$ cat src/verilog/dmgs_pkg.sv
/*
  Constants for the analog mute, gain and status register bank:
  register offsets, bit positions, write masks, reset values and event slots.
  Assumes an 8-bit register port with 8-bit addresses.
*/

package dmgs_pkg;

    // ------------------------------------------------------------------
    // Port widths
    // ------------------------------------------------------------------
    localparam int unsigned ADDR_W = 8;
    localparam int unsigned DATA_W = 8;

    // ------------------------------------------------------------------
    // Register offsets
    // ------------------------------------------------------------------
    localparam logic [7:0] OFS_MUTE_MON = 8'h6C;
    localparam logic [7:0] OFS_PIN_LEVEL = 8'h77;
    localparam logic [7:0] OFS_AUTO_MUTE = 8'h78;
    localparam logic [7:0] OFS_AMP_TYPE = 8'h01;
    localparam logic [7:0] OFS_GAIN = 8'h02;
    localparam logic [7:0] OFS_FOLLOW = 8'h06;
    localparam logic [7:0] OFS_BOOST = 8'h07;
    localparam logic [7:0] OFS_EVT_STATUS = 8'h80;
    localparam logic [7:0] OFS_EVT_MASK = 8'h81;

    // ------------------------------------------------------------------
    // Bit positions
    // ------------------------------------------------------------------
    localparam int unsigned BIT_LEFT_MUTE = 1;
    localparam int unsigned BIT_RIGHT_MUTE = 0;
    localparam int unsigned BIT_SER_PIN = 5;
    localparam int unsigned BIT_MUTE_PIN = 4;
    localparam int unsigned BIT_LEFT_AUTO = 4;
    localparam int unsigned BIT_RIGHT_AUTO = 0;
    localparam int unsigned BIT_AMP_SEL = 0;
    localparam int unsigned BIT_LEFT_GAIN = 4;
    localparam int unsigned BIT_RIGHT_GAIN = 0;
    localparam int unsigned BIT_FOLLOW = 0;
    localparam int unsigned BIT_LEFT_BOOST = 4;
    localparam int unsigned BIT_RIGHT_BOOST = 0;

    // ------------------------------------------------------------------
    // Writable bits of each register (stored reserved bits included)
    // ------------------------------------------------------------------
    localparam logic [7:0] WMASK_MUTE_MON = 8'hFC;
    localparam logic [7:0] WMASK_PIN_LEVEL = 8'hC0;
    localparam logic [7:0] WMASK_AUTO_MUTE = 8'hEE;
    localparam logic [7:0] WMASK_FULL = 8'hFF;

    // ------------------------------------------------------------------
    // Reset values
    // ------------------------------------------------------------------
    localparam logic [7:0] RST_ZERO = 8'h00;
    localparam logic [7:0] RST_FOLLOW = 8'h01;

    // ------------------------------------------------------------------
    // Event slots, shared by watched levels, status and mask
    // ------------------------------------------------------------------
    localparam int unsigned EV_LEFT_MUTE = 0;
    localparam int unsigned EV_RIGHT_MUTE = 1;
    localparam int unsigned EV_LEFT_AUTO = 2;
    localparam int unsigned EV_RIGHT_AUTO = 3;
    localparam int unsigned EV_MUTE_PIN = 4;
    localparam int unsigned EV_SER_PIN = 5;
    localparam int unsigned NUM_EV = 6;

endpackage

$ cat src/verilog/dmgs_level_watch.sv
/*
  Samples a group of live levels into flops and flags each change.
  Assumes levels are synchronous to the clock.
*/
`timescale 1ns/1ps

module dmgs_level_watch #(
    parameter int unsigned WIDTH = 6
) (
    // Clock and reset
    input wire logic core_clk,
    input wire logic nrst,
    // Live levels
    input wire logic [WIDTH-1:0] level_in,
    // Sampled levels and change pulses
    output logic [WIDTH-1:0] level_q,
    output logic [WIDTH-1:0] change_q
);

    // ------------------------------------------------------------------
    // One sampler per level
    // ------------------------------------------------------------------
    genvar i;
    generate
        for (i = 0; i < WIDTH; i++)
        begin : g_bit
            logic level_d;
            logic change_d;

            // Next level and change flag
            always_comb
            begin
                level_d = level_in[i];
                change_d = level_in[i] ^ level_q[i];
            end

            // Registers, cleared to low on reset
            always_ff @(posedge core_clk)
            begin
                if (!nrst)
                begin
                    level_q[i] <= 1'b0;
                    change_q[i] <= 1'b0;
                end
                else
                begin
                    level_q[i] <= level_d;
                    change_q[i] <= change_d;
                end
            end
        end
    endgenerate

endmodule

$ cat src/verilog/dmgs_regs.sv
/*
  Analog mute, gain, boost and status register bank with change events.
  Assumes a simple register port with one-cycle strobes and synchronous
  live inputs from the analog back end and the pins.
*/
// Decided for this implementation: strobed register access.
`timescale 1ns/1ps

module dmgs_regs (
    // Clock and reset
    input wire logic core_clk,
    input wire logic nrst,
    // Register port
    input wire logic [dmgs_pkg::ADDR_W-1:0] reg_addr,
    input wire logic [dmgs_pkg::DATA_W-1:0] reg_wdata,
    input wire logic reg_wr,
    input wire logic reg_rd,
    output logic [dmgs_pkg::DATA_W-1:0] reg_rdata,
    // Live state from analog back end
    input wire logic left_analog_mute_state,
    input wire logic right_analog_mute_state,
    input wire logic left_auto_mute_flag,
    input wire logic right_auto_mute_flag,
    // Pin levels
    input wire logic serial_data_output_pin,
    input wire logic mute_pin,
    // Analog controls
    output logic output_amplitude_select,
    output logic left_gain_select,
    output logic right_gain_select,
    output logic mute_follow_enable,
    output logic left_boost_enable,
    output logic right_boost_enable,
    // Interrupt
    output logic irq
);

    // ------------------------------------------------------------------
    // Decode helpers
    // ------------------------------------------------------------------

    // Merge write data into the writable bits only
    function automatic logic [7:0] merge_write(
        input logic [7:0] cur,
        input logic [7:0] wdata,
        input logic [7:0] wmask
    );
        merge_write = (cur & ~wmask) | (wdata & wmask);
    endfunction

    // Write strobe aimed at one offset
    function automatic logic write_hit(
        input logic wr,
        input logic [7:0] addr,
        input logic [7:0] ofs
    );
        write_hit = wr && (addr == ofs);
    endfunction

    // ------------------------------------------------------------------
    // Live level sampling
    // ------------------------------------------------------------------
    logic [dmgs_pkg::NUM_EV-1:0] live_in;
    logic [dmgs_pkg::NUM_EV-1:0] live_q;
    logic [dmgs_pkg::NUM_EV-1:0] live_change;

    // Pack live inputs into event slots
    always_comb
    begin
        live_in = '0;
        live_in[dmgs_pkg::EV_LEFT_MUTE] = left_analog_mute_state;
        live_in[dmgs_pkg::EV_RIGHT_MUTE] = right_analog_mute_state;
        live_in[dmgs_pkg::EV_LEFT_AUTO] = left_auto_mute_flag;
        live_in[dmgs_pkg::EV_RIGHT_AUTO] = right_auto_mute_flag;
        live_in[dmgs_pkg::EV_MUTE_PIN] = mute_pin;
        live_in[dmgs_pkg::EV_SER_PIN] = serial_data_output_pin;
    end

    dmgs_level_watch #(
        .WIDTH(dmgs_pkg::NUM_EV)
    ) u_watch (
        .core_clk(core_clk),
        .nrst(nrst),
        .level_in(live_in),
        .level_q(live_q),
        .change_q(live_change)
    );

    // ------------------------------------------------------------------
    // Change events held off while the first samples after reset settle
    // ------------------------------------------------------------------
    // The sampler leaves reset at low, so a level already high at release
    // would look like a change; changes count from the second edge on
    logic [1:0] settle_q;
    logic [1:0] settle_d;
    logic [dmgs_pkg::NUM_EV-1:0] live_event;

    // Shift a one in behind reset and gate the change pulses with it
    always_comb
    begin
        settle_d = {settle_q[0], 1'b1};
        live_event = live_change & {dmgs_pkg::NUM_EV{settle_q[1]}};
    end

    // Settle register, cleared by reset
    always_ff @(posedge core_clk)
    begin
        if (!nrst)
        begin
            settle_q <= '0;
        end
        else
        begin
            settle_q <= settle_d;
        end
    end

    // ------------------------------------------------------------------
    // Register state
    // ------------------------------------------------------------------
    logic [7:0] mute_mon_q;
    logic [7:0] mute_mon_d;
    logic [7:0] pin_level_q;
    logic [7:0] pin_level_d;
    logic [7:0] auto_mute_q;
    logic [7:0] auto_mute_d;
    logic [7:0] amp_type_q;
    logic [7:0] amp_type_d;
    logic [7:0] gain_q;
    logic [7:0] gain_d;
    logic [7:0] follow_q;
    logic [7:0] follow_d;
    logic [7:0] boost_q;
    logic [7:0] boost_d;
    logic [dmgs_pkg::NUM_EV-1:0] evt_status_q;
    logic [dmgs_pkg::NUM_EV-1:0] evt_status_d;
    logic [dmgs_pkg::NUM_EV-1:0] evt_mask_q;
    logic [dmgs_pkg::NUM_EV-1:0] evt_mask_d;
    logic [dmgs_pkg::NUM_EV-1:0] evt_clear;
    logic irq_q;
    logic irq_d;
    logic [7:0] rdata_q;
    logic [7:0] rdata_d;
    logic [7:0] read_val;

    // Next values of the writable registers; read-only bits never stored
    always_comb
    begin
        mute_mon_d = mute_mon_q;
        pin_level_d = pin_level_q;
        auto_mute_d = auto_mute_q;
        amp_type_d = amp_type_q;
        gain_d = gain_q;
        follow_d = follow_q;
        boost_d = boost_q;
        evt_mask_d = evt_mask_q;
        if (write_hit(reg_wr, reg_addr, dmgs_pkg::OFS_MUTE_MON))
        begin
            mute_mon_d = merge_write(mute_mon_q, reg_wdata, dmgs_pkg::WMASK_MUTE_MON);
        end
        if (write_hit(reg_wr, reg_addr, dmgs_pkg::OFS_PIN_LEVEL))
        begin
            pin_level_d = merge_write(pin_level_q, reg_wdata, dmgs_pkg::WMASK_PIN_LEVEL);
        end
        if (write_hit(reg_wr, reg_addr, dmgs_pkg::OFS_AUTO_MUTE))
        begin
            auto_mute_d = merge_write(auto_mute_q, reg_wdata, dmgs_pkg::WMASK_AUTO_MUTE);
        end
        if (write_hit(reg_wr, reg_addr, dmgs_pkg::OFS_AMP_TYPE))
        begin
            amp_type_d = merge_write(amp_type_q, reg_wdata, dmgs_pkg::WMASK_FULL);
        end
        if (write_hit(reg_wr, reg_addr, dmgs_pkg::OFS_GAIN))
        begin
            gain_d = merge_write(gain_q, reg_wdata, dmgs_pkg::WMASK_FULL);
        end
        if (write_hit(reg_wr, reg_addr, dmgs_pkg::OFS_FOLLOW))
        begin
            follow_d = merge_write(follow_q, reg_wdata, dmgs_pkg::WMASK_FULL);
        end
        if (write_hit(reg_wr, reg_addr, dmgs_pkg::OFS_BOOST))
        begin
            boost_d = merge_write(boost_q, reg_wdata, dmgs_pkg::WMASK_FULL);
        end
        if (write_hit(reg_wr, reg_addr, dmgs_pkg::OFS_EVT_MASK))
        begin
            evt_mask_d = reg_wdata[dmgs_pkg::NUM_EV-1:0];
        end
    end

    // ------------------------------------------------------------------
    // Event status, write one to clear, a new change wins over the clear
    // ------------------------------------------------------------------
    always_comb
    begin
        evt_clear = '0;
        if (write_hit(reg_wr, reg_addr, dmgs_pkg::OFS_EVT_STATUS))
        begin
            evt_clear = reg_wdata[dmgs_pkg::NUM_EV-1:0];
        end
        evt_status_d = (evt_status_q & ~evt_clear) | live_event;
        irq_d = |(evt_status_d & evt_mask_d);
    end

    // ------------------------------------------------------------------
    // Read path, no side effects; live bits merged with stored ones
    // ------------------------------------------------------------------
    always_comb
    begin
        read_val = 8'h00;
        case (reg_addr)
            dmgs_pkg::OFS_MUTE_MON:
            begin
                read_val = mute_mon_q;
                read_val[dmgs_pkg::BIT_LEFT_MUTE] = live_q[dmgs_pkg::EV_LEFT_MUTE];
                read_val[dmgs_pkg::BIT_RIGHT_MUTE] = live_q[dmgs_pkg::EV_RIGHT_MUTE];
            end
            dmgs_pkg::OFS_PIN_LEVEL:
            begin
                read_val = pin_level_q;
                read_val[dmgs_pkg::BIT_SER_PIN] = live_q[dmgs_pkg::EV_SER_PIN];
                read_val[dmgs_pkg::BIT_MUTE_PIN] = live_q[dmgs_pkg::EV_MUTE_PIN];
            end
            dmgs_pkg::OFS_AUTO_MUTE:
            begin
                read_val = auto_mute_q;
                read_val[dmgs_pkg::BIT_LEFT_AUTO] = live_q[dmgs_pkg::EV_LEFT_AUTO];
                read_val[dmgs_pkg::BIT_RIGHT_AUTO] = live_q[dmgs_pkg::EV_RIGHT_AUTO];
            end
            dmgs_pkg::OFS_AMP_TYPE:
            begin
                read_val = amp_type_q;
            end
            dmgs_pkg::OFS_GAIN:
            begin
                read_val = gain_q;
            end
            dmgs_pkg::OFS_FOLLOW:
            begin
                read_val = follow_q;
            end
            dmgs_pkg::OFS_BOOST:
            begin
                read_val = boost_q;
            end
            dmgs_pkg::OFS_EVT_STATUS:
            begin
                read_val[dmgs_pkg::NUM_EV-1:0] = evt_status_q;
            end
            dmgs_pkg::OFS_EVT_MASK:
            begin
                read_val[dmgs_pkg::NUM_EV-1:0] = evt_mask_q;
            end
            default:
            begin
                read_val = 8'h00;
            end
        endcase
        rdata_d = reg_rd ? read_val : 8'h00;
    end

    // ------------------------------------------------------------------
    // Register all state except the settle register
    // ------------------------------------------------------------------
    always_ff @(posedge core_clk)
    begin
        if (!nrst)
        begin
            mute_mon_q <= dmgs_pkg::RST_ZERO;
            pin_level_q <= dmgs_pkg::RST_ZERO;
            auto_mute_q <= dmgs_pkg::RST_ZERO;
            amp_type_q <= dmgs_pkg::RST_ZERO;
            gain_q <= dmgs_pkg::RST_ZERO;
            follow_q <= dmgs_pkg::RST_FOLLOW;
            boost_q <= dmgs_pkg::RST_ZERO;
            evt_status_q <= '0;
            evt_mask_q <= '0;
            irq_q <= 1'b0;
            rdata_q <= dmgs_pkg::RST_ZERO;
        end
        else
        begin
            mute_mon_q <= mute_mon_d;
            pin_level_q <= pin_level_d;
            auto_mute_q <= auto_mute_d;
            amp_type_q <= amp_type_d;
            gain_q <= gain_d;
            follow_q <= follow_d;
            boost_q <= boost_d;
            evt_status_q <= evt_status_d;
            evt_mask_q <= evt_mask_d;
            irq_q <= irq_d;
            rdata_q <= rdata_d;
        end
    end

    // ------------------------------------------------------------------
    // Outputs, each straight from a flop
    // ------------------------------------------------------------------
    assign reg_rdata = rdata_q;
    assign irq = irq_q;
    assign output_amplitude_select = amp_type_q[dmgs_pkg::BIT_AMP_SEL];
    assign left_gain_select = gain_q[dmgs_pkg::BIT_LEFT_GAIN];
    assign right_gain_select = gain_q[dmgs_pkg::BIT_RIGHT_GAIN];
    assign mute_follow_enable = follow_q[dmgs_pkg::BIT_FOLLOW];
    assign left_boost_enable = boost_q[dmgs_pkg::BIT_LEFT_BOOST];
    assign right_boost_enable = boost_q[dmgs_pkg::BIT_RIGHT_BOOST];

endmodule

$ cat config.mk
export PLATFORM = sky130hd
export DESIGN_NAME = dmgs_regs
export DESIGN_NICKNAME = d
export VERILOG_FILES = /design/src/verilog/dmgs_pkg.sv /design/src/verilog/dmgs_level_watch.sv /design/src/verilog/dmgs_regs.sv
export SDC_FILE = /design/constraint.sdc
export NUM_CORES = 1
export LEC_CHECK = 0
export BUFFER_PORTS_ARGS = -buffer_cell sky130_fd_sc_hd__clkbuf_2
export CORE_UTILIZATION = 50
export CTS_BUF_LIST = sky130_fd_sc_hd__clkbuf_16
export DETAILED_ROUTE_END_ITERATION = 6
export MAX_ROUTING_LAYER = met4
export PLACE_DENSITY = 0.7
export SLEW_MARGIN = 10
export SYNTH_ARGS = -nofsm -noshare
export SYNTH_HDL_FRONTEND = slang
export SYNTH_SLANG_ARGS = --single-unit
export TNS_END_PERCENT = 5
$ cat constraint.sdc
create_clock -name core_clk -period 3 [get_ports core_clk]
set_input_delay 0.9 -clock core_clk [delete_from_list [all_inputs] [get_ports core_clk]]
set_output_delay 0.9 -clock core_clk [all_outputs]
set_load 0.03 [all_outputs]
# Yosys cells after proc, flatten, opt, wreduce, memory -nomap -nowiden
# Cells that the tools add are included.
# classes
bitwise,14
muxes,5
n_reduce_logical,11
eq_ne,9
# ops
op,n
one-hot mux 6 bit (9 select lines),1
equality test 8 x 7 -> 1 bit (second input constant),3
AND 6 bit,3
equality test 8 x 3 -> 1 bit (second input constant),2
equality test 8 bit (second input constant),2
one-hot mux 2 bit (7 select lines),1
two-way mux 6 bit,2
logical AND 1 bit,9
equality test 8 x 1 -> 1 bit (second input constant),1
equality test 8 x 2 -> 1 bit (second input constant),1
OR 2 x 8 -> 8 bit,1
OR 5 x 8 -> 8 bit,1
OR 6 x 8 -> 8 bit,1
NOT 6 bit,1
OR 6 bit,1
OR reduction 6 bit,1
XOR 1 bit,6
AND reduction 2 bit,1
two-way mux 1 bit,1
# totals
reg_bits,91
word_cells,64

# Depth between registers and ports, before layout
# logic_depth
word_depth,8
ltp_mapped,7
mapped_depth_nobuf,5

# By module
# From an unflattened synthesis, not the netlist that was laid out.
# unflattened
hier_cells,385
hier_area_um2,3632.2
# by_module_without_submodules
mod,cells_each,area_per_inst_um2,instances,seq_area_each_um2
dmgs_regs,354,3251.9,1,1381.3
dmgs_level_watch,31,380.4,1,240.2

# Least setup slack after synthesis
# No wires, ideal clock.
# synth_path
kind,input -> register
startpoint,in reg_addr[1] (netlist bit)
endpoint,reg irq_q (netlist: irq)
setup_slack_ns,0.490
setup_time_ns,0.120
arrival_ns,2.390
cell_stages,7
n_path_buf,2
path_cell_list,buf_2 nor4b_2 and3_1 buf_4 mux2i_1 o22ai_1 o31a_1
# synth_between
elab_chain_cells,8
elab_cells_between_ends,11
# synth_rtl
item,line,rtl
from (decl),dmgs_regs.sv:14,"input wire logic [dmgs_pkg::ADDR_W-1:0] reg_addr,"
equality test 8 bit,dmgs_regs.sv:57,write_hit = wr && (addr == ofs);
logical AND 1 bit,dmgs_regs.sv:57,
two-way mux 6 bit,dmgs_regs.sv:197,"if (write_hit(reg_wr, reg_addr, dmgs_pkg::OFS_EVT_STATUS))"
NOT 6 bit,dmgs_regs.sv:201,evt_status_d = (evt_status_q & ~evt_clear) | live_event;
AND 6 bit,dmgs_regs.sv:201,
OR 6 bit,dmgs_regs.sv:201,
AND 6 bit (*),dmgs_regs.sv:202,irq_d = |(evt_status_d & evt_mask_d);
OR reduction 6 bit (*),dmgs_regs.sv:202,
to (signal assigned),dmgs_regs.sv:292,irq_q <= irq_d;
to (decl),dmgs_regs.sv:140,logic irq_q;
# Mark *: on every way between the ends. The rest lies on a longest branch, timed or not.
# A chain may end at the register's enable or synchronous reset.

# Worst setup path after layout
# layout_path
startpoint,in reg_addr[7] (netlist bit)
endpoint,reg boost_q[2]
# layout_between
elab_chain_cells,2
# layout_rtl
item,line,rtl
equality test 8 x 3 -> 1 bit,dmgs_regs.sv:57,
logical AND 1 bit,dmgs_regs.sv:57,
to (signal assigned),dmgs_regs.sv:275,boost_q <= dmgs_pkg::RST_ZERO;
to (signal assigned),dmgs_regs.sv:289,boost_q <= boost_d;
to (decl),dmgs_regs.sv:133,logic [7:0] boost_q;
# Every way passes these cells.

==> results.ini <==
[run_status]
outcome=finished clean

[critical_path]
worstPathArrival_ps=2640
start_kind=input pin
reg2reg_slack_ps=1630
reg2reg_depth=5
crit_type=in -> reg
cp_max_fo=10
worstPathRequired_ps=3220
cp-end-kind=register

[yosys]
synth_edf_count=0
synth-seq-cells=81
synthFlopType=dfxtp_1
netlist_instances=361
synth_warnings=0
synthArstFlopShare_pct=0
synth.cell_area_sq_um=3590
ys_types=46
ys_seq_area_share_pct=45.2
syn_avg_cell_area_sq_um=9.95
synth.net_count=387

[layout]
drive_above_1_share_pct=19.9
fin_area_sq_um=4200
fin_nets=424
final_common_cell=dfxtp_1
area_growth_pct=16.8
antenna_cells=0
mostFrequentLayoutCells=81 x dfxtp_1, 42 x mux2i_1, 42 x nor2b_1

[place]
postPlaceCellArea_sq_um=3880
numPortBuffers=40
hpwl_microns=6190
gp_congestion=0.950

[clock_tree]
cts_sinks=81
cts_resized=0
cts_setup_buffers=0
clockBufferDepth=2
cts_hold_buf=0
cts_tree=yes
cts-buffers-inserted=9
clk_pin_slew_ps=60
root_buffer=clkbuf_16
worstSkewPairLatency_ps=340
htreeDepth=3

[power_and_ir_drop]
power_leakage_nw=1.64
powerDensity_nw_per_um2=568
vdd_drop_max_mv=0.363

[sta]
rsz0062_at_grt=no
fin_tns_setup_ps=0
min_period_over_period_pct=80.5
period_minus_slack_ps=2410
clock_skew_ps=5.52
slew_viol_final=0
worstMarginPinSlew_ps=544
slew_headroom_pct=63.5
max_freq_mhz=414
setup_violations=0
hold_viol=0

[worst_hold_path]
hp-class=reg -> reg
hold_depth=1

[global_routing]
grt_max_degree=40
track_usage_pct=26.2
grt_pass1_vias=2698
grt-ovfl-total=0
antenna_found_initial=0
grt_pass1_wl_microns=14000

[floorplanning]
fp.dieArea_sq_um=7520
core_sq_um=6870
dieHeight_microns=86.7
pin_count=41
die_x_microns=86.7
rows=30
start_util_pct=52.3

[flow_run]
drv_cap=0

[detailed_routing]
vias=2859
ant_nets=0
viasPerCell=5.73
drc_errors=0
wl_microns=8870
firstDrtPassIters=6
wire_per_inst_microns=17.8
drtIter0Drc=200

-- cell families after synthesis --
kind of cell	count (synthesis)	synth area share (%)
AOI/OAI and AO/OA	69	14.6
xor gates and xnor gates	7	1.71
DFF	81	45.2
and+or+nand+nor	133	23.2
muxes	42	11.7
buffers and inverters	29	3.69
-- cell type report --
type | instances | area (sq um)
fill | 591 | 2670
multi-input combinational | 251 | 1840
sequential | 81 | 1620
timing repair buffer | 53 | 298
clock buffer | 9 | 225
tap | 96 | 120
clock inverter | 7 | 86.3
inverter | 2 | 7.51
-- layer usage --
layer	vias up	part of all wire [%]	GRT usage [%]
met4	0	2.5	12.9
li1	1378	-	-
met3	19	6.7	5.43
met2	111	46	39.0
met1	1351	45	33.8
met5	-	0	-
-- Yosys cell counts, types with 2 or more instances --
| cell type | count | area [sq um] |
|---|---|---|
| o2bb2ai_1 | 2 | 17.5 |
| clkbuf_1 | 14 | 52.6 |
| buf_2 | 10 | 50.1 |
| nor4_4 | 2 | 42.5 |
| and3_1 | 4 | 25.0 |
| and4_1 | 2 | 17.5 |
| a221oi_1 | 5 | 43.8 |
| a222oi_1 | 3 | 30.0 |
| nand4_1 | 6 | 37.5 |
| o22ai_1 | 3 | 18.8 |
| nor4b_2 | 2 | 30.0 |
| a31oi_1 | 5 | 31.3 |
| inv_1 | 2 | 7.51 |
| a21oi_1 | 9 | 45.0 |
| a22o_1 | 6 | 52.6 |
| nor2_1 | 7 | 26.3 |
| nor2b_1 | 42 | 263 |
| nand3_1 | 18 | 90.1 |
| and2_1 | 15 | 93.8 |
| a21boi_0 | 19 | 143 |
| xor2_1 | 6 | 52.6 |
| mux2i_1 | 42 | 420 |
| dfxtp_1 | 81 | 1620 |
| nand2_1 | 23 | 86.3 |
| nor3b_1 | 2 | 15.0 |
| a22oi_1 | 11 | 82.6 |
-- path summary, 6_finish.rpt --
check | start | end
worst min register to register | settle_q[0]$_DFF_P_ | settle_q[1]$_SDFF_PN0_
worst max register to register | amp_type_q[3]$_SDFFE_PN0P_ | reg_rdata[3]$_SDFF_PN0_
worst min-delay path | settle_q[0]$_DFF_P_ | settle_q[1]$_SDFF_PN0_
worst max-delay path | reg_addr[7] | boost_q[2]$_SDFFE_PN0P_
-- power breakdown --
group	total (W)	internal [W]	switching (W)
registers	0.00110	0.00109	0.0000103
clock network	0.00115	0.000721	0.000431
logic	0.000129	0.0000515	0.0000776
-- flip-flops by register name (all words and copies together), names as in the netlist --
register and flops:
mute_mon_q 6, amp_type_q 8, auto_mute_q 6, u_watch.change_q 6
u_watch.level_q 6, boost_q 8, follow_q 8, evt_mask_q 6
settle_q 2, irq 1, pin_level_q 2, reg_rdata 8
evt_status_q 6, gain_q 8
-- critical path, cell delays in order --
cell and delay (ps):
clkbuf_2 120, nor4_4 470, nand4b_4 260, or3_1 600
mux2i_1 230, nor2b_1 60
-- through the flow --
step / worst slack, ps / power [W] / hold WS (ps) / utilization [%] / instances
after global placement: 290 / 0.00125 / 413 / 56.5 / 483
after floorplan: 490 / 0.00120 / 412 / - / 361
final: 586 / 0.00238 / 434 / 61.1 / 499
after CTS: 618 / 0.00240 / 440 / 61.1 / 499
after global routing: 445 / 0.00245 / 469 / 61.1 / 499
after detailed placement: 258 / 0.00125 / 426 / 56.5 / 483
Power figures use the tool's default switching activity.
